$ cat src/pkg/cfgpm_pkg.sv
// Constants of the configuration-space block: register indexes,
// power-up values, address windows and field layouts.
// Assumes an 8-bit configuration data path and 16-bit host I/O space.
package cfgpm_pkg;
   // ==============================================================
   // Register indexes
   localparam logic [7:0] IDX_CP_LO   = 8'h12;
   localparam logic [7:0] IDX_CP_HI   = 8'h13;
   localparam logic [7:0] IDX_IR_BASE = 8'h2b;
   localparam logic [7:0] IDX_RT_BASE = 8'h30;
   localparam logic [7:0] IDX_ALT_HI  = 8'h4d;
   localparam logic [7:0] IDX_RSV_A   = 8'h4e;
   localparam logic [7:0] IDX_RSV_B   = 8'h4f;
   localparam logic [7:0] IDX_RSV_C   = 8'h50;
   localparam logic [7:0] IDX_RSV_D   = 8'h51;
   localparam logic [7:0] IDX_RSV_E   = 8'h52;
   localparam logic [7:0] IDX_RSV_F   = 8'h53;
   localparam logic [7:0] IDX_RSV_G   = 8'h54;
   // Serial ports 1..4, element 0 is port 1
   localparam logic [3:0][7:0] IDX_SER = {8'h1c, 8'h1b, 8'h25, 8'h24};
   // ==============================================================
   // Power-up values
   localparam logic [7:0] RST_ALT   = 8'h00;
   localparam logic [7:0] RST_RSV_A = 8'h00;
   localparam logic [7:0] RST_RSV_B = 8'h01;
   localparam logic [7:0] RST_RSV_C = 8'h00;
   localparam logic [7:0] RST_RSV_D = 8'h01;
   localparam logic [7:0] RST_RSV_E = 8'h00;
   localparam logic [7:0] RST_RSV_F = 8'h8c;
   // Undefined in hardware; this value is arbitrary
   localparam logic [7:0] RST_RSV_G = 8'h00;
   // Base registers power up invalid, so nothing is decoded
   localparam logic [7:0] RST_BASE  = 8'h00;
   // ==============================================================
   // Address windows (11-bit I/O addresses)
   localparam int          ADDR_W      = 11;
   localparam logic [10:0] CP_STRAP0   = 11'h02e;
   localparam logic [10:0] CP_STRAP1   = 11'h04e;
   localparam logic [10:0] CP_MIN      = 11'h100;
   localparam logic [10:0] CP_MAX      = 11'h7fe;
   localparam logic [10:0] CP_DATA_OFS = 11'h001;
   localparam logic [10:0] SER_MIN     = 11'h100;
   localparam logic [10:0] SER_MAX     = 11'h3f8;
   localparam logic [10:0] IR_MIN      = 11'h100;
   localparam logic [10:0] IR_MAX      = 11'h7f8;
   // ==============================================================
   // Fields
   localparam int         NUART      = 4;
   localparam int         NPIN       = 4;
   localparam int         ALT_FLD_W  = 2;
   localparam logic [1:0] ALT_GPIO   = 2'b00;
   localparam logic [1:0] ALT_UART   = 2'b01;
   localparam int         MODEM_AUX_B = 2;
   localparam int         DEV_IR     = 4;
   localparam logic [1:0] STRAP_DONE = 2'h3;
endpackage

$ cat src/pkg/cfgpm_mux_if.sv
// Carrier between the register bank and the pin multiplexer.
// Assumes both ends run on the same clock.
`timescale 1ns/10ps
`default_nettype none
interface cfgpm_mux_if;
   logic [7:0] alt_sel;
   logic       rts_n;
   logic       dtr_n;
   logic       dsr_n;
   logic       cts_n;
   modport regs (output alt_sel, output rts_n, output dtr_n,
                 input dsr_n, input cts_n);
   modport mux  (input alt_sel, input rts_n, input dtr_n,
                 output dsr_n, output cts_n);
endinterface
`default_nettype wire

$ cat src/verilog/cfgpm_top.sv
// Configuration-space register bank: index/data port, pin function
// select, base-address decode and interrupt/DMA request gating.
// Assumes host I/O cycles arrive as one-cycle requests on clk_i.
`timescale 1ns/10ps
`default_nettype none
// Overview of operation
// - alt select reachable only in config state
// - alt select read/write, clears to zero
// - four 2-bit fields pick GPIO or UART2
// - reserved registers hold fixed power-up values
// - serial ports decode 0x100-0x3F8, 8-aligned
// - infrared block decodes 0x100-0x7F8, 8-aligned
// - strap picks 0x2E or 0x4E at power-up
// - block disable bits gate IRQ and DMA
// - aux output two low blocks port IRQ
// - UART2 DMA enable gates its DMA request
// - neighbour groups share same field encoding
module cfgpm_top (
   input  wire logic            clk_i,
   input  wire logic            srst_i,
   input  wire logic            cfg_state_i,
   input  wire logic            config_port_strap_i,
   input  wire logic            io_req_i,
   input  wire logic            io_write_i,
   input  wire logic [15:0]     io_addr_i,
   input  wire logic [7:0]      io_wdata_i,
   output logic                 io_claim_o,
   output logic      [7:0]      io_rdata_o,
   output logic      [4:0]      dev_cs_o,
   output logic      [2:0]      dev_offset_o,
   output logic                 dev_write_o,
   output logic      [7:0]      dev_wdata_o,
   output logic      [7:0]      runtime_base_o,
   input  wire logic [4:0]      ldev_active_i,
   input  wire logic [3:0]      uart_irq_raw_i,
   input  wire logic [3:0][7:0] uart_modem_control_reg_i,
   input  wire logic            uart2_dma_req_i,
   input  wire logic            uart2_dma_en_i,
   input  wire logic            ir_irq_raw_i,
   input  wire logic            ir_irq_en_i,
   input  wire logic            ir_dma_req_i,
   input  wire logic            ir_dma_en_i,
   output logic      [3:0]      uart_irq_o,
   output logic                 uart2_dma_o,
   output logic                 ir_irq_o,
   output logic                 ir_dma_o,
   input  wire logic [3:0]      gpio_pin_i,
   output logic      [3:0]      gpio_pin_o,
   output logic      [3:0]      gpio_pin_oe_o,
   input  wire logic [3:0]      gpio_out_i,
   input  wire logic [3:0]      gpio_oe_i,
   output logic      [3:0]      gpio_in_o,
   input  wire logic            port2_request_to_send_n_i,
   input  wire logic            port2_data_terminal_ready_n_i,
   output logic                 port2_data_set_ready_n_o,
   output logic                 port2_clear_to_send_n_o
);
   // ==============================================================
   // Storage
   logic [7:0]       cp_lo_reg;
   logic [7:0]       cp_hi_reg;
   logic             cp_strap_reg;
   logic [7:0]       index_reg;
   logic [7:0]       alt_reg;
   logic [3:0][7:0]  ser_base_reg;
   logic [7:0]       ir_base_reg;
   logic [7:0]       rt_base_reg;
   logic             strap_s1_reg;
   logic             strap_s2_reg;
   logic [1:0]       settle_reg;
   logic [10:0]      cp_addr;
   logic             cp_ok;
   logic             hit_idx;
   logic             hit_dat;
   logic             dat_wr;
   logic [3:0]       ser_ok;
   logic [3:0]       ser_hit;
   logic             ir_ok;
   logic             ir_hit;
   logic [7:0]       rd_val;

   // ==============================================================
   // Strap capture: two flops, then held once settled
   always_ff @(posedge clk_i) begin
      if (srst_i) begin
         strap_s1_reg <= 1'b0;
         strap_s2_reg <= 1'b0;
         settle_reg   <= 2'h0;
      end else begin
         strap_s1_reg <= config_port_strap_i;
         strap_s2_reg <= strap_s1_reg;
         if (settle_reg != cfgpm_pkg::STRAP_DONE)
            settle_reg <= 2'(settle_reg + 2'h1);
      end
   end

   // ==============================================================
   // Config port decode
   assign cp_addr = {cp_hi_reg[2:0], cp_lo_reg};
   // Strap locations sit below the relocation window, so they are
   // accepted only until software relocates the port
   assign cp_ok = (settle_reg == cfgpm_pkg::STRAP_DONE) &&
                  (cp_hi_reg[7:3] == 5'h00) && !cp_lo_reg[0] &&
                  (cp_strap_reg || (cp_addr >= cfgpm_pkg::CP_MIN &&
                   cp_addr <= cfgpm_pkg::CP_MAX));
   assign hit_idx = io_req_i && cfg_state_i && cp_ok &&
                    io_addr_i == {5'h00, cp_addr};
   assign hit_dat = io_req_i && cfg_state_i && cp_ok &&
                    io_addr_i == {5'h00,
                    11'(cp_addr + cfgpm_pkg::CP_DATA_OFS)};
   assign dat_wr  = hit_dat && io_write_i;

   always_ff @(posedge clk_i) begin
      if (srst_i) begin
         cp_lo_reg    <= 8'h00;
         cp_hi_reg    <= 8'h00;
         cp_strap_reg <= 1'b0;
      end else if (settle_reg == 2'h2) begin
         {cp_hi_reg, cp_lo_reg} <= {5'h00, strap_s2_reg ?
            cfgpm_pkg::CP_STRAP1 : cfgpm_pkg::CP_STRAP0};
         cp_strap_reg <= 1'b1;
      end else if (dat_wr && index_reg == cfgpm_pkg::IDX_CP_LO) begin
         cp_lo_reg    <= io_wdata_i;
         cp_strap_reg <= 1'b0;
      end else if (dat_wr && index_reg == cfgpm_pkg::IDX_CP_HI) begin
         cp_hi_reg    <= io_wdata_i;
         cp_strap_reg <= 1'b0;
      end
   end

   always_ff @(posedge clk_i) begin
      if (srst_i)
         index_reg <= 8'h00;
      else if (hit_idx && io_write_i)
         index_reg <= io_wdata_i;
   end

   // ==============================================================
   // Configuration registers
   always_ff @(posedge clk_i) begin
      if (srst_i)
         alt_reg <= cfgpm_pkg::RST_ALT;
      else if (dat_wr && index_reg == cfgpm_pkg::IDX_ALT_HI)
         alt_reg <= io_wdata_i;
   end

   always_ff @(posedge clk_i) begin
      if (srst_i) begin
         ir_base_reg <= cfgpm_pkg::RST_BASE;
         rt_base_reg <= cfgpm_pkg::RST_BASE;
      end else if (dat_wr) begin
         if (index_reg == cfgpm_pkg::IDX_IR_BASE)
            ir_base_reg <= io_wdata_i;
         if (index_reg == cfgpm_pkg::IDX_RT_BASE)
            rt_base_reg <= io_wdata_i;
      end
   end
   assign runtime_base_o = rt_base_reg;

   // Reserved indexes are read-only constants; writes are dropped
   always_comb begin
      rd_val = 8'h00;
      for (int i = 0; i < cfgpm_pkg::NUART; i++)
         if (index_reg == cfgpm_pkg::IDX_SER[i])
            rd_val = ser_base_reg[i];
      unique case (index_reg)
         cfgpm_pkg::IDX_CP_LO:   rd_val = cp_lo_reg;
         cfgpm_pkg::IDX_CP_HI:   rd_val = cp_hi_reg;
         cfgpm_pkg::IDX_IR_BASE: rd_val = ir_base_reg;
         cfgpm_pkg::IDX_RT_BASE: rd_val = rt_base_reg;
         cfgpm_pkg::IDX_ALT_HI:  rd_val = alt_reg;
         cfgpm_pkg::IDX_RSV_A:   rd_val = cfgpm_pkg::RST_RSV_A;
         cfgpm_pkg::IDX_RSV_B:   rd_val = cfgpm_pkg::RST_RSV_B;
         cfgpm_pkg::IDX_RSV_C:   rd_val = cfgpm_pkg::RST_RSV_C;
         cfgpm_pkg::IDX_RSV_D:   rd_val = cfgpm_pkg::RST_RSV_D;
         cfgpm_pkg::IDX_RSV_E:   rd_val = cfgpm_pkg::RST_RSV_E;
         cfgpm_pkg::IDX_RSV_F:   rd_val = cfgpm_pkg::RST_RSV_F;
         cfgpm_pkg::IDX_RSV_G:   rd_val = cfgpm_pkg::RST_RSV_G;
         default:                ;
      endcase
   end

   // ==============================================================
   // Logical device decode
   genvar g;
   generate
      for (g = 0; g < cfgpm_pkg::NUART; g++) begin : g_ser
         always_ff @(posedge clk_i) begin
            if (srst_i)
               ser_base_reg[g] <= cfgpm_pkg::RST_BASE;
            else if (dat_wr && index_reg == cfgpm_pkg::IDX_SER[g])
               ser_base_reg[g] <= io_wdata_i;
         end
         assign ser_ok[g] = ldev_active_i[g] &&
            {ser_base_reg[g], 3'h0} >= cfgpm_pkg::SER_MIN &&
            {ser_base_reg[g], 3'h0} <= cfgpm_pkg::SER_MAX;
         assign ser_hit[g] = io_req_i && ser_ok[g] &&
            io_addr_i[15:3] == {5'h00, ser_base_reg[g]};
      end
   endgenerate

   // Range top is the full 11-bit span, so only the floor matters
   assign ir_ok  = ldev_active_i[cfgpm_pkg::DEV_IR] &&
                   {ir_base_reg, 3'h0} >= cfgpm_pkg::IR_MIN;
   assign ir_hit = io_req_i && ir_ok &&
                   io_addr_i[15:3] == {5'h00, ir_base_reg};

   always_ff @(posedge clk_i) begin
      if (srst_i) begin
         io_claim_o   <= 1'b0;
         io_rdata_o   <= 8'h00;
         dev_cs_o     <= 5'h00;
         dev_offset_o <= 3'h0;
         dev_write_o  <= 1'b0;
         dev_wdata_o  <= 8'h00;
      end else begin
         io_claim_o   <= hit_idx || hit_dat || |ser_hit || ir_hit;
         io_rdata_o   <= hit_idx ? index_reg : hit_dat ? rd_val : 8'h00;
         dev_cs_o     <= {ir_hit, ser_hit};
         dev_offset_o <= io_addr_i[2:0];
         dev_write_o  <= io_write_i;
         dev_wdata_o  <= io_wdata_i;
      end
   end

   // ==============================================================
   // Interrupt and DMA gating
   always_ff @(posedge clk_i) begin
      if (srst_i) begin
         uart_irq_o  <= 4'h0;
         uart2_dma_o <= 1'b0;
         ir_irq_o    <= 1'b0;
         ir_dma_o    <= 1'b0;
      end else begin
         for (int i = 0; i < cfgpm_pkg::NUART; i++)
            uart_irq_o[i] <= uart_irq_raw_i[i] && ser_ok[i] &&
               uart_modem_control_reg_i[i][cfgpm_pkg::MODEM_AUX_B];
         uart2_dma_o <= uart2_dma_req_i && uart2_dma_en_i &&
                        ser_ok[1];
         ir_irq_o    <= ir_irq_raw_i && ir_irq_en_i && ir_ok;
         ir_dma_o    <= ir_dma_req_i && ir_dma_en_i && ir_ok;
      end
   end

   // ==============================================================
   // Pin multiplexer
   cfgpm_mux_if mux_if ();
   assign mux_if.alt_sel = alt_reg;
   assign mux_if.rts_n   = port2_request_to_send_n_i;
   assign mux_if.dtr_n   = port2_data_terminal_ready_n_i;
   assign port2_data_set_ready_n_o = mux_if.dsr_n;
   assign port2_clear_to_send_n_o  = mux_if.cts_n;

   cfgpm_pinmux u_pinmux (
      .clk_i      (clk_i),
      .srst_i     (srst_i),
      .mux        (mux_if.mux),
      .pin_i      (gpio_pin_i),
      .gpio_out_i (gpio_out_i),
      .gpio_oe_i  (gpio_oe_i),
      .pin_o      (gpio_pin_o),
      .pin_oe_o   (gpio_pin_oe_o),
      .gpio_in_o  (gpio_in_o)
   );
endmodule
`default_nettype wire

$ cat src/verilog/cfgpm_pinmux.sv
// Pin multiplexer for the high GPIO group (pins 54..57).
// Assumes pin inputs are asynchronous and GPIO controls are on clk_i.
`timescale 1ns/10ps
`default_nettype none
module cfgpm_pinmux (
   input  wire logic       clk_i,
   input  wire logic       srst_i,
   cfgpm_mux_if.mux        mux,
   input  wire logic [3:0] pin_i,
   input  wire logic [3:0] gpio_out_i,
   input  wire logic [3:0] gpio_oe_i,
   output logic      [3:0] pin_o,
   output logic      [3:0] pin_oe_o,
   output logic      [3:0] gpio_in_o
);
   // ==============================================================
   // Per-pin decode and output path
   logic [3:0] s1_reg;
   logic [3:0] s2_reg;
   logic [3:0] alt_on;
   logic [3:0] alt_val;

   // Pins 55 and 57 carry the UART outputs; 54 and 56 are inputs
   assign alt_val = {mux.dtr_n, 1'b1, mux.rts_n, 1'b1};

   genvar g;
   generate
      for (g = 0; g < cfgpm_pkg::NPIN; g++) begin : g_pin
         // Reserved codes fall back to plain GPIO
         assign alt_on[g] = mux.alt_sel[g*cfgpm_pkg::ALT_FLD_W +:
                            cfgpm_pkg::ALT_FLD_W] == cfgpm_pkg::ALT_UART;
         always_ff @(posedge clk_i) begin
            if (srst_i) begin
               s1_reg[g]   <= 1'b0;
               s2_reg[g]   <= 1'b0;
               pin_o[g]    <= 1'b0;
               pin_oe_o[g] <= 1'b0;
            end else begin
               s1_reg[g]   <= pin_i[g];
               s2_reg[g]   <= s1_reg[g];
               pin_o[g]    <= alt_on[g] ? alt_val[g] : gpio_out_i[g];
               // Direction stays with software in either function
               pin_oe_o[g] <= gpio_oe_i[g];
            end
         end
      end
   endgenerate

   assign gpio_in_o = s2_reg;

   // Idle-high modem inputs while the pin is plain GPIO
   always_ff @(posedge clk_i) begin
      if (srst_i) begin
         mux.dsr_n <= 1'b1;
         mux.cts_n <= 1'b1;
      end else begin
         mux.dsr_n <= alt_on[0] ? s2_reg[0] : 1'b1;
         mux.cts_n <= alt_on[2] ? s2_reg[2] : 1'b1;
      end
   end
endmodule
`default_nettype wire

$ cat config.mk
export PLATFORM = sky130hd
export DESIGN_NAME = cfgpm_top
export DESIGN_NICKNAME = d
export VERILOG_FILES = /design/src/pkg/cfgpm_pkg.sv /design/src/pkg/cfgpm_mux_if.sv /design/src/verilog/cfgpm_top.sv /design/src/verilog/cfgpm_pinmux.sv
export SDC_FILE = /design/constraint.sdc
export NUM_CORES = 1
export LEC_CHECK = 0
export BUFFER_PORTS_ARGS = -buffer_cell sky130_fd_sc_hd__buf_2
export CAP_MARGIN = 20
export CORE_MARGIN = 4
export CORE_UTILIZATION = 30
export DETAILED_ROUTE_END_ITERATION = 8
export PLACE_DENSITY = 0.5
export RECOVER_POWER = 25
export SETUP_SLACK_MARGIN = 0.5
export SLEW_MARGIN = 20
export SYNTH_ARGS = -nofsm -noshare
export SYNTH_HDL_FRONTEND = slang
export SYNTH_SLANG_ARGS = --single-unit
$ cat constraint.sdc
create_clock -name clk_i -period 3.5 [get_ports clk_i]
set_clock_uncertainty 0.05 [all_clocks]
set_input_delay 0.175 -clock clk_i [delete_from_list [all_inputs] [get_ports clk_i]]
set_output_delay 0.175 -clock clk_i [all_outputs]
set_load 0.01 [all_outputs]
==> run_results.csv, run 1 <==
group,metric,value,unit
run_status,run_status,"completed",
pwr,p_clk_share,48.2,%
sta,relSlewSlack,38.0,%
global_routing,grt_antenna_before_repair,0,
floorplanning,start_util,30.4,%
sta,tns,0,ns
critical_path,cp.arrival,3.06,ns
final_layout,largest_reg_flops,32,
sta,clock.fmax,360,MHz
clock_network,cts_max_level,4,
sta,hold_viol,0,
clock_network,cts_buffers,17,
clock_network,post_cts_buffers,0,
placement,dp.cells,1066,
placement,routabilityCongestion,0.871,
final_layout,drive_gt1_share,17.3,%
floorplanning,core_area,20200,sq um
critical_path,worstSetupEndpointType,"register",
pwr,power_density,469,nW/um^2
floorplanning,die_y,151,microns
sta,rsz0062_at_grt,"no",
final_layout,final_common_cell,"dfxtp_1",
critical_path,crit_required,3.78,ns
clock_network,cts.path.max_buffers,2,
critical_path,r2r_slack,0.72,ns
pwr,fin_total_pwr,3710,uW
synth,yosysWarnings,0,
route,drt_wl_total,20.9,mm
final_layout,register_area,2720,sq um
final_layout,antenna_cells,0,
clock_network,clockRootBuffer,"clkbuf_16",
sta,worst_slew_pin_slew,0.926,ns
synth,synth.avg_cell_area,8.63,sq um
final_layout,final_cell_mix,"dfxtp_1, buf_2, nand3_1, o21ai_0, nor2_1",
pwr,p_sw_share,25.0,%
synth,ys_ff_latch,136,
floorplanning,num_rows,52,
global_routing,grt_pass1_wl,31.9,mm
pwr,p_leak,0.00307,uW
route,dr.first_iter.drc_count,320,
placement,portBuffers,117,
synth,syn_inst,714,
pwr,irDropWorstVdd,0.000279,V
synth,synth.distinct_cells,56,
run,max_cap_viol_count,0,
synth,syn_nets,809,
critical_path,worst-setup-path-type,"reg2reg",
final_layout,fillCellCount,2100,
clock_network,clk-insertion-delay-late,0.42,ns
synth,synth-main-ff-cell,"dfxtp_1",
critical_path,worst-path-max-fanout,6,
route,dr.pass1.iters,5,
global_routing,grt_pass1_vias,5445,
pwr,internal-power,2780,uW
floorplanning,die_x,151,microns
placement,hpwlAfterDp,14.7,mm
route,via_per_inst,5.05,
final_layout,num-nets-final,949,
global_routing,globalRouteOverflowTotal,0,
route,drc_errors,0,
sta,slew_viol_final,0,
final_layout,syn_to_final_growth,28.2,%
min_path,worst_hold_path_type,"in2reg",
global_routing,grt_usage,18.5,%
critical_path,start_kind,"register",
pwr,pwr-share-seq,43.6,%
route,vias,5744,
final_layout,final_cells,1137,
synth,synth_area,6160,sq um
final_layout,multi_input_area,3150,sq um
synth,synth-edff-count,0,
clock_network,clk_pin_slew,0.06,ns
synth,synth-async-reset-ratio,0,%
route,post_drt_wl_per_cell,18.4,microns
global_routing,grt_max_degree,59,
sta,period_needed,2.78,ns
clock_network,cts_tree,"yes",
floorplanning,die_area,22900,sq um
floorplanning,num_io_pins,146,
pwr,combPwrFrac,8.2,%
clock_network,clkSinkCount,136,
sta,setup_viol,0,
synth,seq_area_frac_synth,44.2,%
route,antenna_left,0,
pwr,p_switching,928,uW
sta,fin_crit_sh,79.4,%
per-stage QoR:
step / utilization (%) / setup slack (ns) / hold WS (ns) / instance area [sq um]
floorplan: - / 0.978 / 0.242 / 6160
global placement: 34.3 / 0.690 / 0.332 / 6950
detailed placement: 34.3 / 0.766 / 0.338 / 6950
CTS: 39.2 / 0.730 / 0.00479 / 7930
global route: 39.0 / 0.503 / 0.0305 / 7900
finish: 39.0 / 0.719 / 0.0266 / 7900
final timing paths:
kind,startpoint,end,cells after the start
hold / removal,io_addr_i[2],dev_offset_o[2]$_SDFF_PP0_,2
setup / recovery,cp_lo_reg[0]$_SDFFE_PP0P_,io_rdata_o[2]$_SDFF_PP0_,9
hold reg to reg,strap_s1_reg$_SDFF_PP0_,strap_s2_reg$_SDFF_PP0_,1
setup reg to reg,cp_lo_reg[0]$_SDFFE_PP0P_,io_rdata_o[2]$_SDFF_PP0_,9
final cells by class:
cell class / instances / area share [%]
multi-input cells: 512 / 39.9
flip-flops and latches: 136 / 34.5
repair buffers: 166 / 12.9
clock buffers: 18 / 5.56
well taps: 270 / 4.28
clock inverters: 14 / 1.88
inverters: 21 / 0.998
kinds of logic (layout without fill, tap and decap cells):
family          count (synthesis)  after routing  share of synthesized area, %
fa+ha+maj                       4              4                         0.812
flops                         136            136                          44.2
compound gates                153            153                          14.7
buf+inv                        66            219                          4.69
simple gates                  283            283                          24.9
mux                            21             21                          3.43
xor+xnor                       51             51                          7.25
power groups by stage:
stage	Sequential [uW]	Clock (uW)	Combinational [uW]
6_report	1620	1790	304
5_1_grt	1620	1900	336
4_1_cts	1620	1830	309
3_5_place_dp	1650	0	279
3_3_place_gp	1650	0	277
2_1_floorplan	1640	0	168
cells in the mapped netlist, types with 13 or more instances:
cell      number  area share [%]
nor2_1        46             2.8
nand3_1       82             6.7
xnor2_1       28             4.0
clkbuf_1      27             1.6
inv_1         21             1.3
o21ai_0       72             5.8
nor2b_1       25             2.5
a21oi_1       31             2.5
xor2_1        23             3.3
nor3_1        13             1.1
nand2_1       42             2.6
mux2i_1       20             3.2
dfxtp_1      136              44
worst max-delay path: stages, from the launching register on:
cell	delay, ns
dfxtp_1	0.48
ha_1	0.28
or3b_1	0.36
a211oi_1	0.23
nor3_1	0.15
or4_1	0.43
a311oi_1	0.27
buf_4	0.19
a22oi_1	0.07
nor2_1	0.20
routing by layer:
| layer | GRT usage, % | routed length (microns) |
|---|---|---|
| met5 | 0 | 0 |
| met2 | 28.3 | 9250 |
| met4 | 4.76 | 257 |
| met3 | 4.04 | 1400 |
| met1 | 26.4 | 10000 |
timing repair:
item / CTS / global route
hold buffers: 39 / 0
hold endpoints to repair: 33 / 0
endpoints found under the setup margin: 0 / 8
gates resized for setup: 0 / 1
Power figures use the tool's default switching activity.
==> inputs of run 2 (changes only) <==
--- a/config.mk
+++ b/config.mk
@@ -10,7 +10,7 @@
 export CORE_MARGIN = 4
 export CORE_UTILIZATION = 30
 export DETAILED_ROUTE_END_ITERATION = 8
-export PLACE_DENSITY = 0.5
+export PLACE_DENSITY = 0.51
 export RECOVER_POWER = 25
 export SETUP_SLACK_MARGIN = 0.5
 export SLEW_MARGIN = 20
==> constraint.sdc (replaced) <==
create_clock -name clk_i -period 2.5 [get_ports clk_i]
set_clock_uncertainty 0.05 [all_clocks]
set_input_delay 0.125 -clock clk_i [delete_from_list [all_inputs] [get_ports clk_i]]
set_output_delay 0.125 -clock clk_i [all_outputs]
set_load 0.01 [all_outputs]
==> run 2 against run 1 <==
Non-clock buffer count increased by 54. First-iteration DRC count increased by 23%. Worst setup slack got worse by 0.68 ns. Core utilization increased by 5.8 points. Clock power increased by 39%. Flip-flop and latch count unchanged. Maximum frequency increased by 13%. Die area unchanged. Count of clock-buffer cells in the layout increased by 1.
==> run_results.csv, run 2 (synthesized netlist as in run 1, its figures left out) <==
group,metric,value,unit
run_status,run_status,"completed",
critical_path,worst-setup-path-type,"reg2reg",
clock_network,clk_pin_slew,0.06,ns
pwr,p_sw_share,26.0,%
global_routing,grt_pass1_vias,5707,
route,dr.pass1.iters,5,
final_layout,final_cells,1194,
route,drc_errors,0,
run,max_cap_viol_count,0,
critical_path,crit_required,2.74,ns
pwr,power_density,584,nW/um^2
sta,relSlewSlack,46.9,%
critical_path,cp.arrival,2.70,ns
route,via_per_inst,5.10,
route,dr.first_iter.drc_count,394,
critical_path,crit_path_max_incr_delay,0.39,ns
critical_path,r2r_slack,0.04,ns
final_layout,fillCellCount,2005,
placement,dpl_cell_area,7220,sq um
sta,hold_viol,0,
clock_network,cts_max_level,4,
global_routing,grt_pass1_wl,33.7,mm
final_layout,largest_reg_flops,32,
critical_path,start_kind,"register",
floorplanning,start_util,30.4,%
critical_path,worstSetupEndpointType,"register",
final_layout,final_cell_mix,"dfxtp_1, buf_2, o21ai_1, buf_4",
placement,routabilityCongestion,0.887,
clock_network,clkSinkCount,136,
clock_network,clk-insertion-delay-late,0.43,ns
final_layout,num-nets-final,1006,
critical_path,cp_cell_sequence,"ha_4 -> or3b_4 -> a211oi_4 -> nor3_4 -> nor4_4 -> buf_4 -> buf_12 -> nand4_4 -> buf_8 -> nand3_2 -> o21ai_1",
global_routing,grt_max_degree,59,
pwr,p_switching,1380,uW
route,post_drt_wl_per_cell,19.1,microns
clock_network,cts_buffers,17,
placement,portBuffers,117,
floorplanning,num_rows,52,
global_routing,globalRouteOverflowTotal,0,
route,drt_wl_total,22.8,mm
global_routing,grt_antenna_before_repair,0,
floorplanning,die_x,151,microns
final_layout,final_common_cell,"dfxtp_1",
sta,worst_slew_pin_slew,0.796,ns
floorplanning,core_area,20200,sq um
final_layout,final_area,9070,sq um
pwr,irDropWorstVdd,0.000441,V
pwr,combPwrFrac,10.4,%
sta,setup_viol,0,
floorplanning,die_y,151,microns
sta,tns,0,ns
route,vias,6085,
sta,period_needed,2.46,ns
clock_network,clockRootBuffer,"clkbuf_16",
final_layout,drive_gt1_share,34.0,%
placement,dp.cells,1085,
final_layout,antenna_cells,0,
final_layout,post-route-util,44.8,%
pwr,p_leak,0.00346,uW
sta,slew_viol_final,0,
pwr,internal-power,3920,uW
sta,rsz0062_at_grt,"yes",
sta,clock.fmax,406,MHz
final_layout,syn_to_final_growth,47.3,%
pwr,pwr-share-seq,42.8,%
clock_network,cts.path.max_buffers,2,
floorplanning,die_area,22900,sq um
floorplanning,num_io_pins,146,
route,antenna_left,0,
min_path,worst_hold_path_type,"in2reg",
pwr,p_clk_share,46.8,%
clock_network,cts_tree,"yes",
global_routing,grt_usage,19.6,%
pwr,fin_total_pwr,5300,uW
sta,fin_crit_sh,98.5,%
critical_path,critPathSlowestCell,"dfxtp_4",
placement,hpwlAfterDp,15.1,mm
critical_path,worst-path-max-fanout,8,
## run 2: cell types whose count changed in the layout (fill, tap and decap cells not counted), sizes merged
cell / before / now
inv: 22 / 24
clkbuf: 44 / 45
nand3: 82 / 84
dlygate4sd3: 39 / 40
bufinv: 2 / 1
buf: 101 / 154
clkinvlp: 3 / 1
nand4: 18 / 19
## run 2: power groups by stage
stage               Combinational [uW]  Clock [uW]  Sequential (uW)
floorplan                          244           0             2300
global placement                   412           0             2310
finish                             552        2480             2270
CTS                                512        2520             2260
global route                       600        2610             2270
detailed placement                 412           0             2310
## run 2: per-stage QoR
| step | setup WS [ns] | hold slack (ns) |
|---|---|---|
| after detailed placement | -0.0205 | 0.290 |
| final | 0.0377 | 0.0226 |
| after floorplan | 0.0700 | 0.192 |
| after global routing | -0.0470 | 0.0361 |
| after global placement | -0.0492 | 0.282 |
| after CTS | 0.0845 | 0.0216 |
## run 2: what timing repair did
item / 4_1_cts / 5_1_grt
setup buffers: 18 / 10
gates cloned: 5 / 4
endpoints found under the hold margin: 41 / 0
setup endpoints to repair: 90 / 90
pin swaps: 15 / 26
hold buffers: 40 / 0
gates resized for setup: 51 / 81
## run 2: worst max-delay path, delay by kind of cell (launching register included)
kind,cells,cell delay [ns]
adders and majority gates,1,0.15
AOI/OAI and AO/OA,2,0.32
and+or+nand+nor,5,0.88
DFF,1,0.39
buffers and inverters,3,0.50
## run 2: final timing paths
kind | cells past startpoint | to | start
worst max-delay path | 11 | runtime_base_o[3]$_SDFFE_PP0P_ | cp_lo_reg[0]$_SDFFE_PP0P_
worst min-delay path | 3 | uart_irq_o[2]$_SDFF_PP0_ | ldev_active_i[2]
worst max register to register | 11 | runtime_base_o[3]$_SDFFE_PP0P_ | cp_lo_reg[0]$_SDFFE_PP0P_
worst min register to register | 1 | u_pinmux.gpio_in_o[2]$_SDFF_PP0_ | u_pinmux.s1_reg[2]$_SDFF_PP0_
## run 2: final cells by class
class	instances	area [sq um]	share of cell area [%]
Tap cell	270	338	3.72
Clock inverter	13	118	1.30
Timing Repair Buffer	220	1560	17.2
Sequential cell	136	2750	30.3
Clock buffer	19	464	5.12
Inverter	21	83.8	0.924
Multi-Input combinational cell	515	3750	41.4
## run 2: routing by layer
metal / global-route usage, % / share of wire (%) / vias to the layer above / routed length [microns]
li1: - / - / 2953 / -
met1: 26.6 / 45 / 2931 / 10400
met2: 31.2 / 47 / 177 / 10700
met3: 4.58 / 6.4 / 24 / 1460
met4: 5.35 / 1.5 / 0 / 333
met5: 0 / 0 / - / 0
